==> config.mk <==
export PLATFORM = sky130hd
export DESIGN_NAME = prm_pin_ctrl
export DESIGN_NICKNAME = d
export VERILOG_FILES = /design/src/pkg/prm_pkg.sv /design/src/prm_pin_ctrl.sv
export SDC_FILE = /design/constraint.sdc
export NUM_CORES = 1
export LEC_CHECK = 0
export BUFFER_PORTS_ARGS = -buffer_cell sky130_fd_sc_hd__clkbuf_2
export CAP_MARGIN = 25
export CORE_MARGIN = 5
export CORE_UTILIZATION = 42
export CTS_CLUSTER_DIAMETER = 120
export DETAILED_ROUTE_END_ITERATION = 6
export PLACE_DENSITY_LB_ADDON = 0.2
export SLEW_MARGIN = 20
export SYNTH_ARGS = -nofsm -noshare
export SYNTH_HDL_FRONTEND = slang
export SYNTH_SLANG_ARGS = --single-unit
==> constraint.sdc <==
create_clock -name core_clk_i -period 0.95 [get_ports core_clk_i]
set_input_delay 0.095 -clock core_clk_i [delete_from_list [all_inputs] [get_ports core_clk_i]]
set_output_delay 0.095 -clock core_clk_i [all_outputs]
set_load 0.05 [all_outputs]
==> src/pkg/prm_pkg.sv <==
`default_nettype none
package prm_pkg;
    localparam int         NUM_CHAN      = 8;
    localparam logic [1:0] ADDR_OD_EN    = 2'h0;
    localparam logic [1:0] ADDR_LOCK     = 2'h1;
    localparam logic [1:0] ADDR_STATUS   = 2'h2;
    localparam logic [7:0] OD_EN_RESET   = 8'h00;
    localparam int         LOCK_BIT      = 0;
    localparam int         STAT_LOCK_BIT = 0;
    localparam int         STAT_OWAY_BIT = 1;
endpackage : prm_pkg
`default_nettype wire

==> src/prm_pin_ctrl.sv <==
// How it works
// One open-drain enable bit per output: bits 7..3 channels 8..4, 2..0 enhanced 3..1.
// Bit 1 selects open-drain, 0 normal drive; read/write, reset clears to 0.
// Remap routing never alters pin direction or drive settings.
// Routing a peripheral to a pin never enables that peripheral.
// Analog pin setting wins over remap; analog pin never becomes digital.
// Software switches analog pins to digital before remapped use.
// Software maps unused inputs to unused pin, unused pins to null output.
// Software disables every unneeded remappable peripheral.
// Software disables idle fixed peripherals sharing a remapped pin.
// With one-way option set, lock cannot be cleared once set; reset clears it.
// Open-drain: drive low for 0, driver off for 1.
//
// Our own choices: the strobed register port and the register offsets.
`default_nettype none
module prm_pin_ctrl #(
    parameter int NCH = prm_pkg::NUM_CHAN
) (
    input  wire logic           core_clk_i,
    input  wire logic           reset_i,
    input  wire logic [1:0]     reg_addr_i,
    input  wire logic [7:0]     reg_wdata_i,
    input  wire logic           reg_wr_i,
    input  wire logic           reg_rd_i,
    output logic      [7:0]     reg_rdata_o,
    input  wire logic           lock_one_way_i,
    input  wire logic [NCH-1:0] chan_out_i,
    input  wire logic [NCH-1:0] chan_oe_i,
    input  wire logic [NCH-1:0] pin_analog_i,
    output logic      [NCH-1:0] pin_out_o,
    output logic      [NCH-1:0] pin_oe_o,
    output logic                remap_lock_o
);
    logic [NCH-1:0] od_en_r,   od_en_nxt;
    logic           lock_r,    lock_nxt;
    logic           oway_r,    oway_nxt;
    logic [7:0]     rdata_r,   rdata_nxt;
    logic           wr_od_en;
    logic           wr_lock;
    wire  [NCH-1:0] lane_out;
    wire  [NCH-1:0] lane_oe;

    // Strobe decode; unmapped offsets match nothing, so writes there vanish
    always_comb begin
        wr_od_en = reg_wr_i && (reg_addr_i == prm_pkg::ADDR_OD_EN);
        wr_lock  = reg_wr_i && (reg_addr_i == prm_pkg::ADDR_LOCK);
    end

    // Open-drain enable group
    always_comb begin
        od_en_nxt = od_en_r;
        if (wr_od_en) begin
            od_en_nxt = reg_wdata_i[NCH-1:0]; // see R1
        end
    end

    always_ff @(posedge core_clk_i) begin
        if (reset_i) begin
            od_en_r <= prm_pkg::OD_EN_RESET[NCH-1:0];
        end else begin
            od_en_r <= od_en_nxt;
        end
    end

    // Lock group; option is caught every clock, so a change lags one cycle
    always_comb begin
        oway_nxt = lock_one_way_i;
        lock_nxt = lock_r;
        if (wr_lock) begin
            // Setting always lands; clearing only while not frozen
            if (reg_wdata_i[prm_pkg::LOCK_BIT] || !(lock_r && oway_r)) begin
                lock_nxt = reg_wdata_i[prm_pkg::LOCK_BIT];
            end
        end
    end

    always_ff @(posedge core_clk_i) begin
        if (reset_i) begin
            lock_r <= 1'b0;
            oway_r <= 1'b0;
        end else begin
            lock_r <= lock_nxt;
            oway_r <= oway_nxt;
        end
    end

    // Read group; data stand one cycle only, zero otherwise
    always_comb begin
        rdata_nxt = '0;
        if (reg_rd_i) begin
            case (reg_addr_i)
                prm_pkg::ADDR_OD_EN:  rdata_nxt[NCH-1:0] = od_en_r;
                prm_pkg::ADDR_LOCK:   rdata_nxt[prm_pkg::LOCK_BIT] = lock_r;
                prm_pkg::ADDR_STATUS: begin
                    rdata_nxt[prm_pkg::STAT_LOCK_BIT] = lock_r;
                    rdata_nxt[prm_pkg::STAT_OWAY_BIT] = oway_r;
                end
                default:              rdata_nxt = '0;
            endcase
        end
    end

    always_ff @(posedge core_clk_i) begin
        if (reset_i) begin
            rdata_r <= '0;
        end else begin
            rdata_r <= rdata_nxt;
        end
    end

    // One lane per channel: analog wins, then open-drain, then plain drive
    for (genvar g = 0; g < NCH; g++) begin : g_lane
        logic out_r, out_nxt;
        logic oe_r,  oe_nxt;

        always_comb begin
            if (pin_analog_i[g]) begin
                out_nxt = 1'b0;
                oe_nxt  = 1'b0;
            end else if (od_en_r[g]) begin
                out_nxt = 1'b0;
                oe_nxt  = chan_oe_i[g] && !chan_out_i[g];
            end else begin
                out_nxt = chan_out_i[g]; // see R3
                oe_nxt  = chan_oe_i[g]; // see R3
            end
        end

        always_ff @(posedge core_clk_i) begin
            if (reset_i) begin
                out_r <= 1'b0;
                oe_r  <= 1'b0;
            end else begin
                out_r <= out_nxt;
                oe_r  <= oe_nxt;
            end
        end

        assign lane_out[g] = out_r;
        assign lane_oe[g]  = oe_r;

        lane_od_off_a: assert property (@(posedge core_clk_i) disable iff (reset_i)
            od_en_r[g] && !pin_analog_i[g] && chan_out_i[g] |=> !pin_oe_o[g])
            else $error("open-drain lane drove a one");

        lane_od_low_a: assert property (@(posedge core_clk_i) disable iff (reset_i)
            od_en_r[g] && !pin_analog_i[g] && !chan_out_i[g]
            |=> !pin_out_o[g] && pin_oe_o[g] == $past(chan_oe_i[g]))
            else $error("open-drain lane low not driven");

        lane_analog_a: assert property (@(posedge core_clk_i) disable iff (reset_i)
            pin_analog_i[g] |=> !pin_oe_o[g] && !pin_out_o[g])
            else $error("analog lane driven");

        lane_plain_a: assert property (@(posedge core_clk_i) disable iff (reset_i)
            !od_en_r[g] && !pin_analog_i[g]
            |=> pin_out_o[g] == $past(chan_out_i[g]) && pin_oe_o[g] == $past(chan_oe_i[g]))
            else $error("plain lane drive altered");

        lane_idle_a: assert property (@(posedge core_clk_i) disable iff (reset_i)
            !chan_oe_i[g] |=> !pin_oe_o[g])
            else $error("lane driven by idle peripheral");
    end : g_lane

    assign reg_rdata_o  = rdata_r;
    assign pin_out_o    = lane_out;
    assign pin_oe_o     = lane_oe;
    assign remap_lock_o = lock_r;

    od_write_a: assert property (@(posedge core_clk_i) disable iff (reset_i)
        reg_wr_i && reg_addr_i == prm_pkg::ADDR_OD_EN |=> od_en_r == $past(reg_wdata_i[NCH-1:0]))
        else $error("open-drain enable not written");
    lock_hold_a: assert property (@(posedge core_clk_i) disable iff (reset_i)
        lock_r && oway_r |=> lock_r)
        else $error("lock cleared in one-way mode");
    od_low_a: assert property (@(posedge core_clk_i) disable iff (reset_i)
        od_en_r[0] && !pin_analog_i[0] && chan_out_i[0] |=> !pin_oe_o[0])
        else $error("open-drain drove high");
    analog_off_a: assert property (@(posedge core_clk_i) disable iff (reset_i)
        pin_analog_i[0] |=> !pin_oe_o[0])
        else $error("analog pin driven");
    read_back_a: assert property (@(posedge core_clk_i) disable iff (reset_i)
        reg_rd_i && reg_addr_i == prm_pkg::ADDR_OD_EN |=> reg_rdata_o == $past(od_en_r))
        else $error("read data mismatch");
    push_pull_a: assert property (@(posedge core_clk_i) disable iff (reset_i)
        !od_en_r[1] && !pin_analog_i[1] |=> pin_oe_o[1] == $past(chan_oe_i[1]))
        else $error("drive changed");
    no_enable_a: assert property (@(posedge core_clk_i) disable iff (reset_i)
        !chan_oe_i[2] |=> !pin_oe_o[2])
        else $error("pin driven by idle peripheral");
    lock_clr_a: assert property (@(posedge core_clk_i) disable iff (reset_i)
        !oway_r && reg_wr_i && reg_addr_i == prm_pkg::ADDR_LOCK
        && !reg_wdata_i[prm_pkg::LOCK_BIT] |=> !lock_r)
        else $error("lock not cleared");

    rd_idle_a: assert property (@(posedge core_clk_i) disable iff (reset_i)
        !reg_rd_i |=> reg_rdata_o == '0)
        else $error("read data outside read cycle");
    od_hold_a: assert property (@(posedge core_clk_i) disable iff (reset_i)
        !(reg_wr_i && reg_addr_i == prm_pkg::ADDR_OD_EN) |=> od_en_r == $past(od_en_r))
        else $error("open-drain enables changed without write");
    unmapped_rd_a: assert property (@(posedge core_clk_i) disable iff (reset_i)
        reg_rd_i && reg_addr_i != prm_pkg::ADDR_OD_EN && reg_addr_i != prm_pkg::ADDR_LOCK
        && reg_addr_i != prm_pkg::ADDR_STATUS |=> reg_rdata_o == '0)
        else $error("unmapped offset read nonzero");
    lock_set_a: assert property (@(posedge core_clk_i) disable iff (reset_i)
        reg_wr_i && reg_addr_i == prm_pkg::ADDR_LOCK && reg_wdata_i[prm_pkg::LOCK_BIT] |=> lock_r)
        else $error("lock not set");
    lock_steady_a: assert property (@(posedge core_clk_i) disable iff (reset_i)
        !(reg_wr_i && reg_addr_i == prm_pkg::ADDR_LOCK) |=> lock_r == $past(lock_r))
        else $error("lock changed without write");
    status_read_a: assert property (@(posedge core_clk_i) disable iff (reset_i)
        reg_rd_i && reg_addr_i == prm_pkg::ADDR_STATUS
        |=> reg_rdata_o[prm_pkg::STAT_LOCK_BIT] == $past(lock_r)
        && reg_rdata_o[prm_pkg::STAT_OWAY_BIT] == $past(oway_r))
        else $error("status read mismatch");
    reset_clear_a: assert property (@(posedge core_clk_i)
        reset_i |=> !remap_lock_o && od_en_r == prm_pkg::OD_EN_RESET[NCH-1:0]
        && pin_oe_o == '0)
        else $error("reset left state behind");

    lock_set_c: cover property (@(posedge core_clk_i) lock_r && oway_r);
    od_use_c:   cover property (@(posedge core_clk_i) od_en_r[0] && pin_oe_o[0]);
    analog_c:   cover property (@(posedge core_clk_i) pin_analog_i[0] && chan_oe_i[0]);
    status_c:   cover property (@(posedge core_clk_i) reg_rd_i && reg_addr_i == prm_pkg::ADDR_STATUS);
    refused_c:  cover property (@(posedge core_clk_i) lock_r && oway_r && wr_lock
        && !reg_wdata_i[prm_pkg::LOCK_BIT]);
endmodule : prm_pin_ctrl
`default_nettype wire

==> impl_metrics.csv, run 1 <==
group,metric,value,unit
worst_setup_path,cp-startpoint,"remap_lock_o",
worst_hold_path,holdCritStartpoint,"reg_wdata_i[1]",
clocking,cts_tree,"built",
worst_setup_path,critical_path_depth,1,
worst_setup_path,start_kind,"flop",
logic_synthesis,synthTopCellsByArea,"dfxtp_1 (46%), buf_4 (8.6%), nor4b_2 (8.1%)",
flow_run,maxCapViolCount,0,
logic_synthesis,synthCells,130,
timing,hold_viol_final,1,
clocking,cts_inserted_buffers,5,
worst_setup_path,crit_path_max_fanout,2,
logic_synthesis,synth_top_cell_area_share,0.459,
cells_and_area,final_core_util,0.723,
logic_synthesis,synth-xor-area-share,0,
logic_synthesis,synth-simple-area-share,0.174,
drt,vias,1237,
worst_setup_path,cpPeakStageDelay,0.36,ns
drt,drc,0,
timing,fmax,1.04,GHz
clocking,clock-sinks,34,
clocking,clk_path_buf_depth,2,
status,failed_checks,"negative hold slack, negative setup slack",
logic_synthesis,ys.flop_type,"dfxtp_1",
pwr,power,3.08,mW
worst_setup_path,critPathRequiredTime,0.85,ns
logic_synthesis,synthTopCellsByCount,"dfxtp_1 (34), buf_4 (17), inv_1 (10)",
logic_synthesis,yosys_register_bits,34,
timing,rsz0062_at_grt,"yes",
timing,worstMarginPinSlew,0.344,ns
worst_setup_path,path_delay_family,"flip-flops",
global_routing,track_usage,0.157,
drt,post_drt_wl_per_cell,14.3,um
floorplanning,die-area,4810,um^2
clocking,clkTransAtPathRegs,0.10,ns
clocking,cts_root_buf,"clkbuf_4",
pwr,vdd_drop_max,0.700,mV
timing,slew_headroom,0.771,
logic_synthesis,synth_area,1480,um^2
worst_setup_path,reg2reg_to,"od_en_r[0]",
worst_setup_path,cp_cell_sequence,"clkbuf_16",
placed_design,place_area,1750,um^2
worst_setup_path,worstSetupPathType,"flop to output pin",
cells_and_area,fill_cells,255,
timing,finalWorstSetupSlack,-0.00774,ns
logic_synthesis,ys_types,25,
timing,setup-violations-final,1,
placed_design,dp_cells,224,
logic_synthesis,yosysMostFrequentCell,"dfxtp_1",
timing,skew,0.00298,ns
pwr,p_leak,1.06,nW
drt,ant_nets,0,
logic_synthesis,synth_edf_count,0,
logic_synthesis,synth_fa_ha_area_frac,0.0422,
clocking,clkLatencyLatePin,0.34,ns
pwr,power_density,1270,nW/um^2
floorplanning,rows,21,
status,status,"complete, but fails checks",
cells_and_area,drive_gt1_frac,0.593,
worst_setup_path,arrival,0.86,ns
worst_setup_path,endpoint,"remap_lock_o",
timing,final_max_slew_viol_count,0,
placed_design,hpwl,2520,um
logic_synthesis,synth_top_family_by_area,"simple AND/OR/NAND/NOR gates",
floorplanning,initial_utilization,0.440,
global_routing,antenna_found_initial,0,
drt,avgViaCountPerCell,4.72,
timing,holdWs,-0.000649,ns
timing,period_needed,0.958,ns
worst_setup_path,crit_buf_inv,1,
worst_setup_path,crit_path_end_kind,"output pin",
global_routing,grt_pass1_wl,6000,um
logic_synthesis,synth_mux_area_frac,0,
logic_synthesis,ys_warn_count,0,
logic_synthesis,avgSynthCellArea,11.4,um^2
floorplanning,die_h,69.4,um
worst_setup_path,reg2reg_slack,0.05,ns
floorplanning,io_pins,64,
logic_synthesis,syn_nets,174,
worst_hold_path,worstHoldPathType,"input port to flop",
cells_and_area,areaGrowthSynthToFinish,64.1,%
global_routing,grt_overflow_total,0,
worst_setup_path,worstReg2RegStart,"od_en_r[0]",
timing,period_share,1.01,
floorplanning,core-area,3360,um^2
worst_setup_path,slowest_stage,"dfxtp_4",
cells_and_area,antennaDiodeCount,0,
worst_setup_path,reg2reg_depth,2,
cells_and_area,nets,259,
logic_synthesis,synth_compound_area_frac,0.165,
global_routing,grt_pass1_vias,1324,
cells_and_area,final_cell_area,2430,um^2
drt,wl,3740,um
global_routing,grt_max_degree,19,
logic_synthesis,async_flop_share,0,
clocking,h-tree-depth,2,
logic_synthesis,yosys.area.top_type,"dfxtp_1",
drt,first_pass_iters,4,
placed_design,place.gp.congestion,0.750,
cells_and_area,fin_cells,262,
logic_synthesis,seq_area_frac_synth,0.459,
placed_design,io_buffer_count,63,
drt,first_iter_violations,29,
floorplanning,die_w,69.4,um
==> cells by family (layout without fill, tap and decap cells) <==
| family | after synthesis | after routing |
|---|---|---|
| and+or+nand+nor | 30 | 30 |
| buffers and inverters | 33 | 119 |
| adders and majority gates | 5 | 5 |
| DFF | 34 | 34 |
| AOI/OAI and AO/OA | 28 | 28 |
==> worst min path at each step <==
| stage | end | cells past startpoint | slack [ns] |
|---|---|---|---|
| after global placement | g_lane[6].out_r | 2 | 0.29 |
| after detailed placement | g_lane[4].out_r | 2 | 0.29 |
| after CTS | od_en_r[3] | 3 | 0.001 |
| final | od_en_r[1] | 3 | -0.0006 |
| after floorplan | g_lane[0].oe_r | 1 | 0.16 |
| after global routing | od_en_r[4] | 3 | 0.006 |
==> sequential cells by signal, summed over array words and instances, names as in the netlist <==
signal / cells
g_lane.oe_r: 8
g_lane.out_r: 8
od_en_r: 8
reg_rdata_o: 8
oway_r: 1
remap_lock_o: 1
==> metrics by stage <==
step | setup TNS, ns | setup WS, ns
detailed placement | -1.15 | -0.110
global placement | -0.621 | -0.0622
floorplan | 0 | 0.0101
global route | -0.0426 | -0.0305
CTS | -0.0275 | -0.0196
finish | -0.00774 | -0.00774
==> layout make-up <==
| type | instances | area, um^2 | share of cell area |
|---|---|---|---|
| clock buffer | 8 | 78.8 | 0.0324 |
| inverter | 10 | 37.5 | 0.0154 |
| multi-input combinational | 63 | 584 | 0.240 |
| sequential | 34 | 714 | 0.294 |
| tap | 46 | 57.6 | 0.0237 |
| timing repair buffer | 101 | 958 | 0.394 |
==> per-layer routing <==
layer	up-vias	share of wire	GRT usage
met5	-	0	0
met4	0	0.032	0.0998
met3	13	0.066	0.0464
met2	47	0.54	0.287
met1	569	0.36	0.152
li1	608	-	-
==> placed cells by master (no fill, tap or decap), types with 2 or more instances in the layout <==
master / synthesis / layout
ha_1: 5 / 5
nand2b_1: 2 / 2
dfxtp_1: 34 / 9
inv_1: 10 / 10
buf_4: 17 / 7
clkbuf_8: 0 / 3
a2111oi_1: 5 / 2
dlygate4sd3_1: 0 / 29
and2_1: 6 / 6
buf_12: 0 / 2
clkbuf_4: 0 / 5
buf_8: 1 / 24
a21bo_2: 5 / 5
clkbuf_2: 0 / 38
nand3_1: 8 / 8
a21oi_1: 8 / 8
nor4b_2: 8 / 8
a21bo_1: 3 / 3
a2111oi_2: 3 / 6
dfxtp_2: 0 / 24
==> where the power goes <==
group | internal [mW] | switching [mW]
combinational | 0.313 | 0.275
sequential | 1.47 | 0.0366
clock | 0.506 | 0.477
==> what timing repair did <==
item                                    in CTS  in global routing
hold buffers                                29                  0
endpoints found under the hold margin       21                  0
endpoints found under the setup margin      25                 27
buffers inserted                             1                  0
resized for setup                           65                 38
Note: power is estimated with default switching activity, not from simulation.
==> inputs of run 2 (changes only) <==
Settings changed: RECOVER_POWER set to 25.
==> run 2 against run 1 <==
  * The run still ends with negative hold slack, negative setup slack left
  * Hold slack barely moved
  * Sequential power about the same
  * Count of clock-buffer cells in the layout did not move
  * Sequential share of layout area rose by 0.26 points
  * Register-to-register slack about the same
  * Clock skew is essentially flat
  * Via count is the same
  * Largest cell class unchanged
==> impl_metrics.csv, run 2 (synthesis results as in run 1) <==
group,metric,value,unit
worst_setup_path,worstReg2RegStart,"od_en_r[0]",
pwr,power,3.07,mW
status,failed_checks,"negative hold slack, negative setup slack",
placed_design,place_area,1750,um^2
floorplanning,io_pins,64,
worst_setup_path,cp-startpoint,"remap_lock_o",
worst_setup_path,cp_cell_sequence,"clkbuf_16",
clocking,clkLatencyLatePin,0.33,ns
cells_and_area,final_cell_mix,"clkbuf_2 (36), dlygate4sd3_1 (29), dfxtp_2 (24), buf_8 (24), inv_1 (10)",
flow_run,maxCapViolCount,0,
cells_and_area,final_common_cell,"clkbuf_2",
clocking,h-tree-depth,2,
floorplanning,initial_utilization,0.440,
clocking,cts_tree,"built",
worst_hold_path,worstHoldPathType,"input port to flop",
clocking,cts_inserted_buffers,5,
timing,slew_headroom,0.770,
timing,period_share,1.01,
pwr,vdd_drop_max,0.704,mV
global_routing,grt_pass1_wl,6000,um
timing,final_max_slew_viol_count,0,
timing,fin_setup_tns,-0.00930,ns
drt,wl,3740,um
cells_and_area,nets,259,
floorplanning,die_w,69.4,um
worst_setup_path,path_delay_family,"flip-flops",
worst_setup_path,crit_buf_inv,1,
cells_and_area,areaGrowthSynthToFinish,62.7,%
worst_setup_path,arrival,0.86,ns
clocking,clk_path_buf_depth,2,
timing,finalWorstSetupSlack,-0.00930,ns
timing,period_needed,0.959,ns
timing,skew,0.00275,ns
placed_design,dp_cells,224,
clocking,clock-sinks,34,
timing,hold_viol_final,1,
clocking,cts_root_buf,"clkbuf_4",
worst_setup_path,critPathRequiredTime,0.85,ns
placed_design,place.gp.congestion,0.750,
placed_design,hpwl,2520,um
cells_and_area,antennaDiodeCount,0,
global_routing,antenna_found_initial,0,
drt,avgViaCountPerCell,4.72,
worst_setup_path,crit_path_max_fanout,2,
timing,rsz0062_at_grt,"yes",
cells_and_area,final_cell_area,2410,um^2
timing,fmax,1.04,GHz
floorplanning,rows,21,
drt,post_drt_wl_per_cell,14.3,um
timing,setup-violations-final,1,
clocking,clkTransAtPathRegs,0.10,ns
pwr,power_frac_comb,0.189,
drt,vias,1237,
worst_setup_path,cpPeakStageDelay,0.36,ns
global_routing,grt_overflow_total,0,
pwr,p_int,2.29,mW
cells_and_area,drive_gt1_frac,0.569,
drt,ant_nets,0,
drt,drc,0,
worst_setup_path,slowest_stage,"dfxtp_4",
pwr,power_density,1280,nW/um^2
floorplanning,die-area,4810,um^2
pwr,p_leak,1.05,nW
drt,first_iter_violations,22,
cells_and_area,fin_cells,262,
status,status,"complete, but fails checks",
worst_setup_path,worstSetupPathType,"flop to output pin",
pwr,p_switching,0.787,mW
floorplanning,core-area,3360,um^2
global_routing,grt_pass1_vias,1324,
timing,worstMarginPinSlew,0.345,ns
global_routing,grt_max_degree,19,
pwr,sequentialPowerShare,0.491,
floorplanning,die_h,69.4,um
worst_setup_path,start_kind,"flop",
worst_setup_path,crit_path_end_kind,"output pin",
pwr,p_sw_frac,0.256,
placed_design,dp_slack,-0.110,ns
timing,holdWs,-0.000199,ns
pwr,power.share.clock,0.320,
worst_hold_path,holdCritStartpoint,"reg_wdata_i[1]",
drt,first_pass_iters,4,
cells_and_area,final_core_util,0.717,
global_routing,track_usage,0.157,
placed_design,io_buffer_count,63,
==> run 2: worst paths after layout <==
path | to | slack [ns] | cells past startpoint
worst max register to register | od_en_r[0] | 0.06 | 2
worst max-delay path | remap_lock_o | -0.009 | 1
worst min register to register | g_lane[4].out_r | 0.47 | 1
worst min-delay path | od_en_r[1] | -0.0002 | 3
==> run 2: layer usage <==
| metal | part of all wire | GRT usage | wire length, um |
|---|---|---|---|
| met5 | 0 | 0 | 0 |
| met2 | 0.54 | 0.287 | 2010 |
| met4 | 0.032 | 0.0998 | 119 |
| met3 | 0.067 | 0.0464 | 252 |
| met1 | 0.36 | 0.152 | 1370 |
==> run 2: power groups by stage <==
| stage | sequential (mW) | clock, mW | combinational, mW |
|---|---|---|---|
| 3_3_place_gp | 1.52 | 0 | 0.404 |
| 6_report | 1.51 | 0.984 | 0.582 |
| 2_1_floorplan | 1.53 | 0 | 0.292 |
| 4_1_cts | 1.50 | 1.00 | 0.567 |
| 5_1_grt | 1.51 | 1.05 | 0.621 |
| 3_5_place_dp | 1.53 | 0 | 0.420 |
==> run 2: tightest hold or removal path: stages <==
cell and delay [ns]:
clkbuf_2 0.08, nand3_1 0.07, a21oi_2 0.05
==> run 2: repair_timing <==
item	in CTS	in global routing
hold buffers	29	0
setup buffers	1	0
endpoints found under the setup margin	25	27
endpoints found under the hold margin	21	0
gates resized for setup	65	38
==> run 2: area by class of cell <==
class	count	area [um^2]
inverter	10	37.5
fill	263	953
timing repair buffer	101	956
tap	46	57.6
sequential	34	714
multi-input combinational	63	566
clock buffer	8	78.8
==> inputs of run 3 (changes only) <==
Settings changed: BUFFER_PORTS_ARGS -buffer_cell sky130_fd_sc_hd__clkbuf_2 to unset, CORE_UTILIZATION 42 to 50, DONT_BUFFER_PORTS set to 1.
==> run 3 against run 2 <==
  * The run ends with negative hold slack left
  * Design area down 23%
  * Clock skew up 0.0037 ns
  * Clock power down 29%
  * Routed wire length down 24%
  * Final cell count down 30%
  * Die area down 14%
  * Global-route usage down 0.76 points
  * Count of clock-buffer cells in the layout down 3
  * Critical endpoint unchanged
  * Setup slack better by 0.018 ns
  * Flip-flop and latch count unchanged
  * Sequential power about the same
  * Hold slack worse by 0.18 ns
==> impl_metrics.csv, run 3 (synthesis results as in run 1) <==
group,metric,value,unit
global_routing,grtUsageMet1,0.156,
cells_and_area,fill_cells,224,
clocking,cts_tree,"built",
floorplanning,core-area,2810,um^2
status,failed_checks,"negative hold slack",
placed_design,dp_cells,165,
pwr,power_density,1380,nW/um^2
global_routing,grt.busiest_layer,"met2",
clocking,clkLatencyLatePin,0.32,ns
cells_and_area,antennaDiodeCount,0,
cells_and_area,final_common_cell,"dfxtp_2",
worst_hold_path,worstHoldPathType,"input port to flop",
pwr,power,2.55,mW
timing,holdWs,-0.182,ns
floorplanning,die_w,64.4,um
clocking,h-tree-depth,2,
placed_design,place_area,1530,um^2
floorplanning,initial_utilization,0.528,
global_routing,antenna_found_initial,0,
timing,rsz0062_at_grt,"yes",
global_routing,grt_overflow_total,0,
clocking,clk_path_buf_depth,2,
drt,wl,2860,um
worst_setup_path,crit_path_end_kind,"output pin",
drt,post_drt_wl_per_cell,15.6,um
clocking,cts_root_buf,"clkbuf_4",
global_routing,grt_use_met2,0.246,
global_routing,grt_max_degree,30,
worst_setup_path,worstSetupPathType,"flop to output pin",
cells_and_area,multi_input_area,563,um^2
flow_run,maxCapViolCount,0,
timing,slew_headroom,0.789,
clocking,clock-sinks,34,
cells_and_area,seq_area,712,um^2
cells_and_area,final_cell_mix,"dfxtp_2 (22), buf_6 (14), dfxtp_1 (11), dlygate4sd3_1 (11), buf_8 (11)",
timing,setup-violations-final,0,
placed_design,place.gp.congestion,0.704,
worst_setup_path,crit_buf_inv,1,
drt,avgViaCountPerCell,5.34,
global_routing,grt_pass1_vias,1073,
floorplanning,die-area,4150,um^2
worst_setup_path,path_delay_family,"flip-flops",
global_routing,grt_pass1_wl,4800,um
worst_setup_path,critPathRequiredTime,0.85,ns
worst_setup_path,crit_path_max_fanout,3,
floorplanning,rows,19,
worst_setup_path,cpPeakStageDelay,0.38,ns
global_routing,met3_usage,0.0864,
worst_setup_path,cp_cell_sequence,"buf_8",
pwr,vdd_drop_max,1.17,mV
cells_and_area,areaGrowthSynthToFinish,24.7,%
drt,ant_nets,0,
cells_and_area,drive_gt1_frac,0.500,
clocking,post_cts_buffers,0,
timing,skew,0.00642,ns
floorplanning,die_h,64.4,um
cells_and_area,nets,196,
floorplanning,io_pins,64,
clocking,cts_inserted_buffers,5,
worst_setup_path,arrival,0.85,ns
worst_setup_path,slowest_stage,"dfxtp_4",
timing,worstMarginPinSlew,0.316,ns
clocking,clkTransAtPathRegs,0.10,ns
global_routing,track_usage,0.149,
timing,final_max_slew_viol_count,0,
timing,fmax,1.06,GHz
drt,first_pass_iters,2,
cells_and_area,fin_cells,183,
timing,hold_viol_final,27,
status,status,"complete, but fails checks",
pwr,p_leak,0.741,nW
drt,drc,0,
clocking,cts-hold-fix-buffers,11,
cells_and_area,final_core_util,0.658,
worst_setup_path,start_kind,"flop",
timing,period_needed,0.941,ns
timing,period_share,0.991,
drt,first_iter_violations,5,
placed_design,io_buffer_count,0,
cells_and_area,final_cell_area,1850,um^2
placed_design,hpwl,2050,um
drt,vias,978,
## run 3: area by class of cell
type	instances	share of cell area
flip-flops and latches	34	0.386
multi-input cells	63	0.305
repair buffers	38	0.243
well taps	31	0.0210
clock buffers	5	0.0203
inverters	10	0.0203
clock inverters	2	0.00542
## run 3: where the power goes
group | total, mW | internal, mW | switching (mW)
sequential | 1.51 | 1.47 | 0.0331
clock | 0.701 | 0.265 | 0.435
combinational | 0.347 | 0.165 | 0.181
## run 3: through the flow
stage	setup WS [ns]	TNS [ns]
5_1_grt	-0.0390	-0.0978
2_1_floorplan	0.0101	0
6_report	0.00889	0
3_3_place_gp	0.0570	0
4_1_cts	-0.0147	-0.0147
3_5_place_dp	0.0145	0
## run 3: per-layer routing
metal,routed length (um),up-vias,part of all wire
li1,-,479,-
met2,1430,42,0.50
met1,1100,452,0.39
met3,276,5,0.097
met5,0,-,0
met4,44,0,0.015
## run 3: path summary, 6_finish.rpt
| check | start | end | slack [ns] | cells past startpoint |
|---|---|---|---|---|
| setup / recovery | remap_lock_o | remap_lock_o | 0.009 | 1 |
| hold / removal | reset_i | g_lane[1].oe_r | -0.18 | 1 |
| setup reg to reg | od_en_r[0] | od_en_r[0] | 0.09 | 2 |
| hold reg to reg | oway_r | reg_rdata_o[1] | 0.48 | 2 |
## run 3: repair_timing
item	4_1_cts	5_1_grt
gates resized for setup	17	42
gates cloned	0	0
endpoints found under the setup margin	14	25
pin swaps	0	0
hold endpoints to repair	28	27
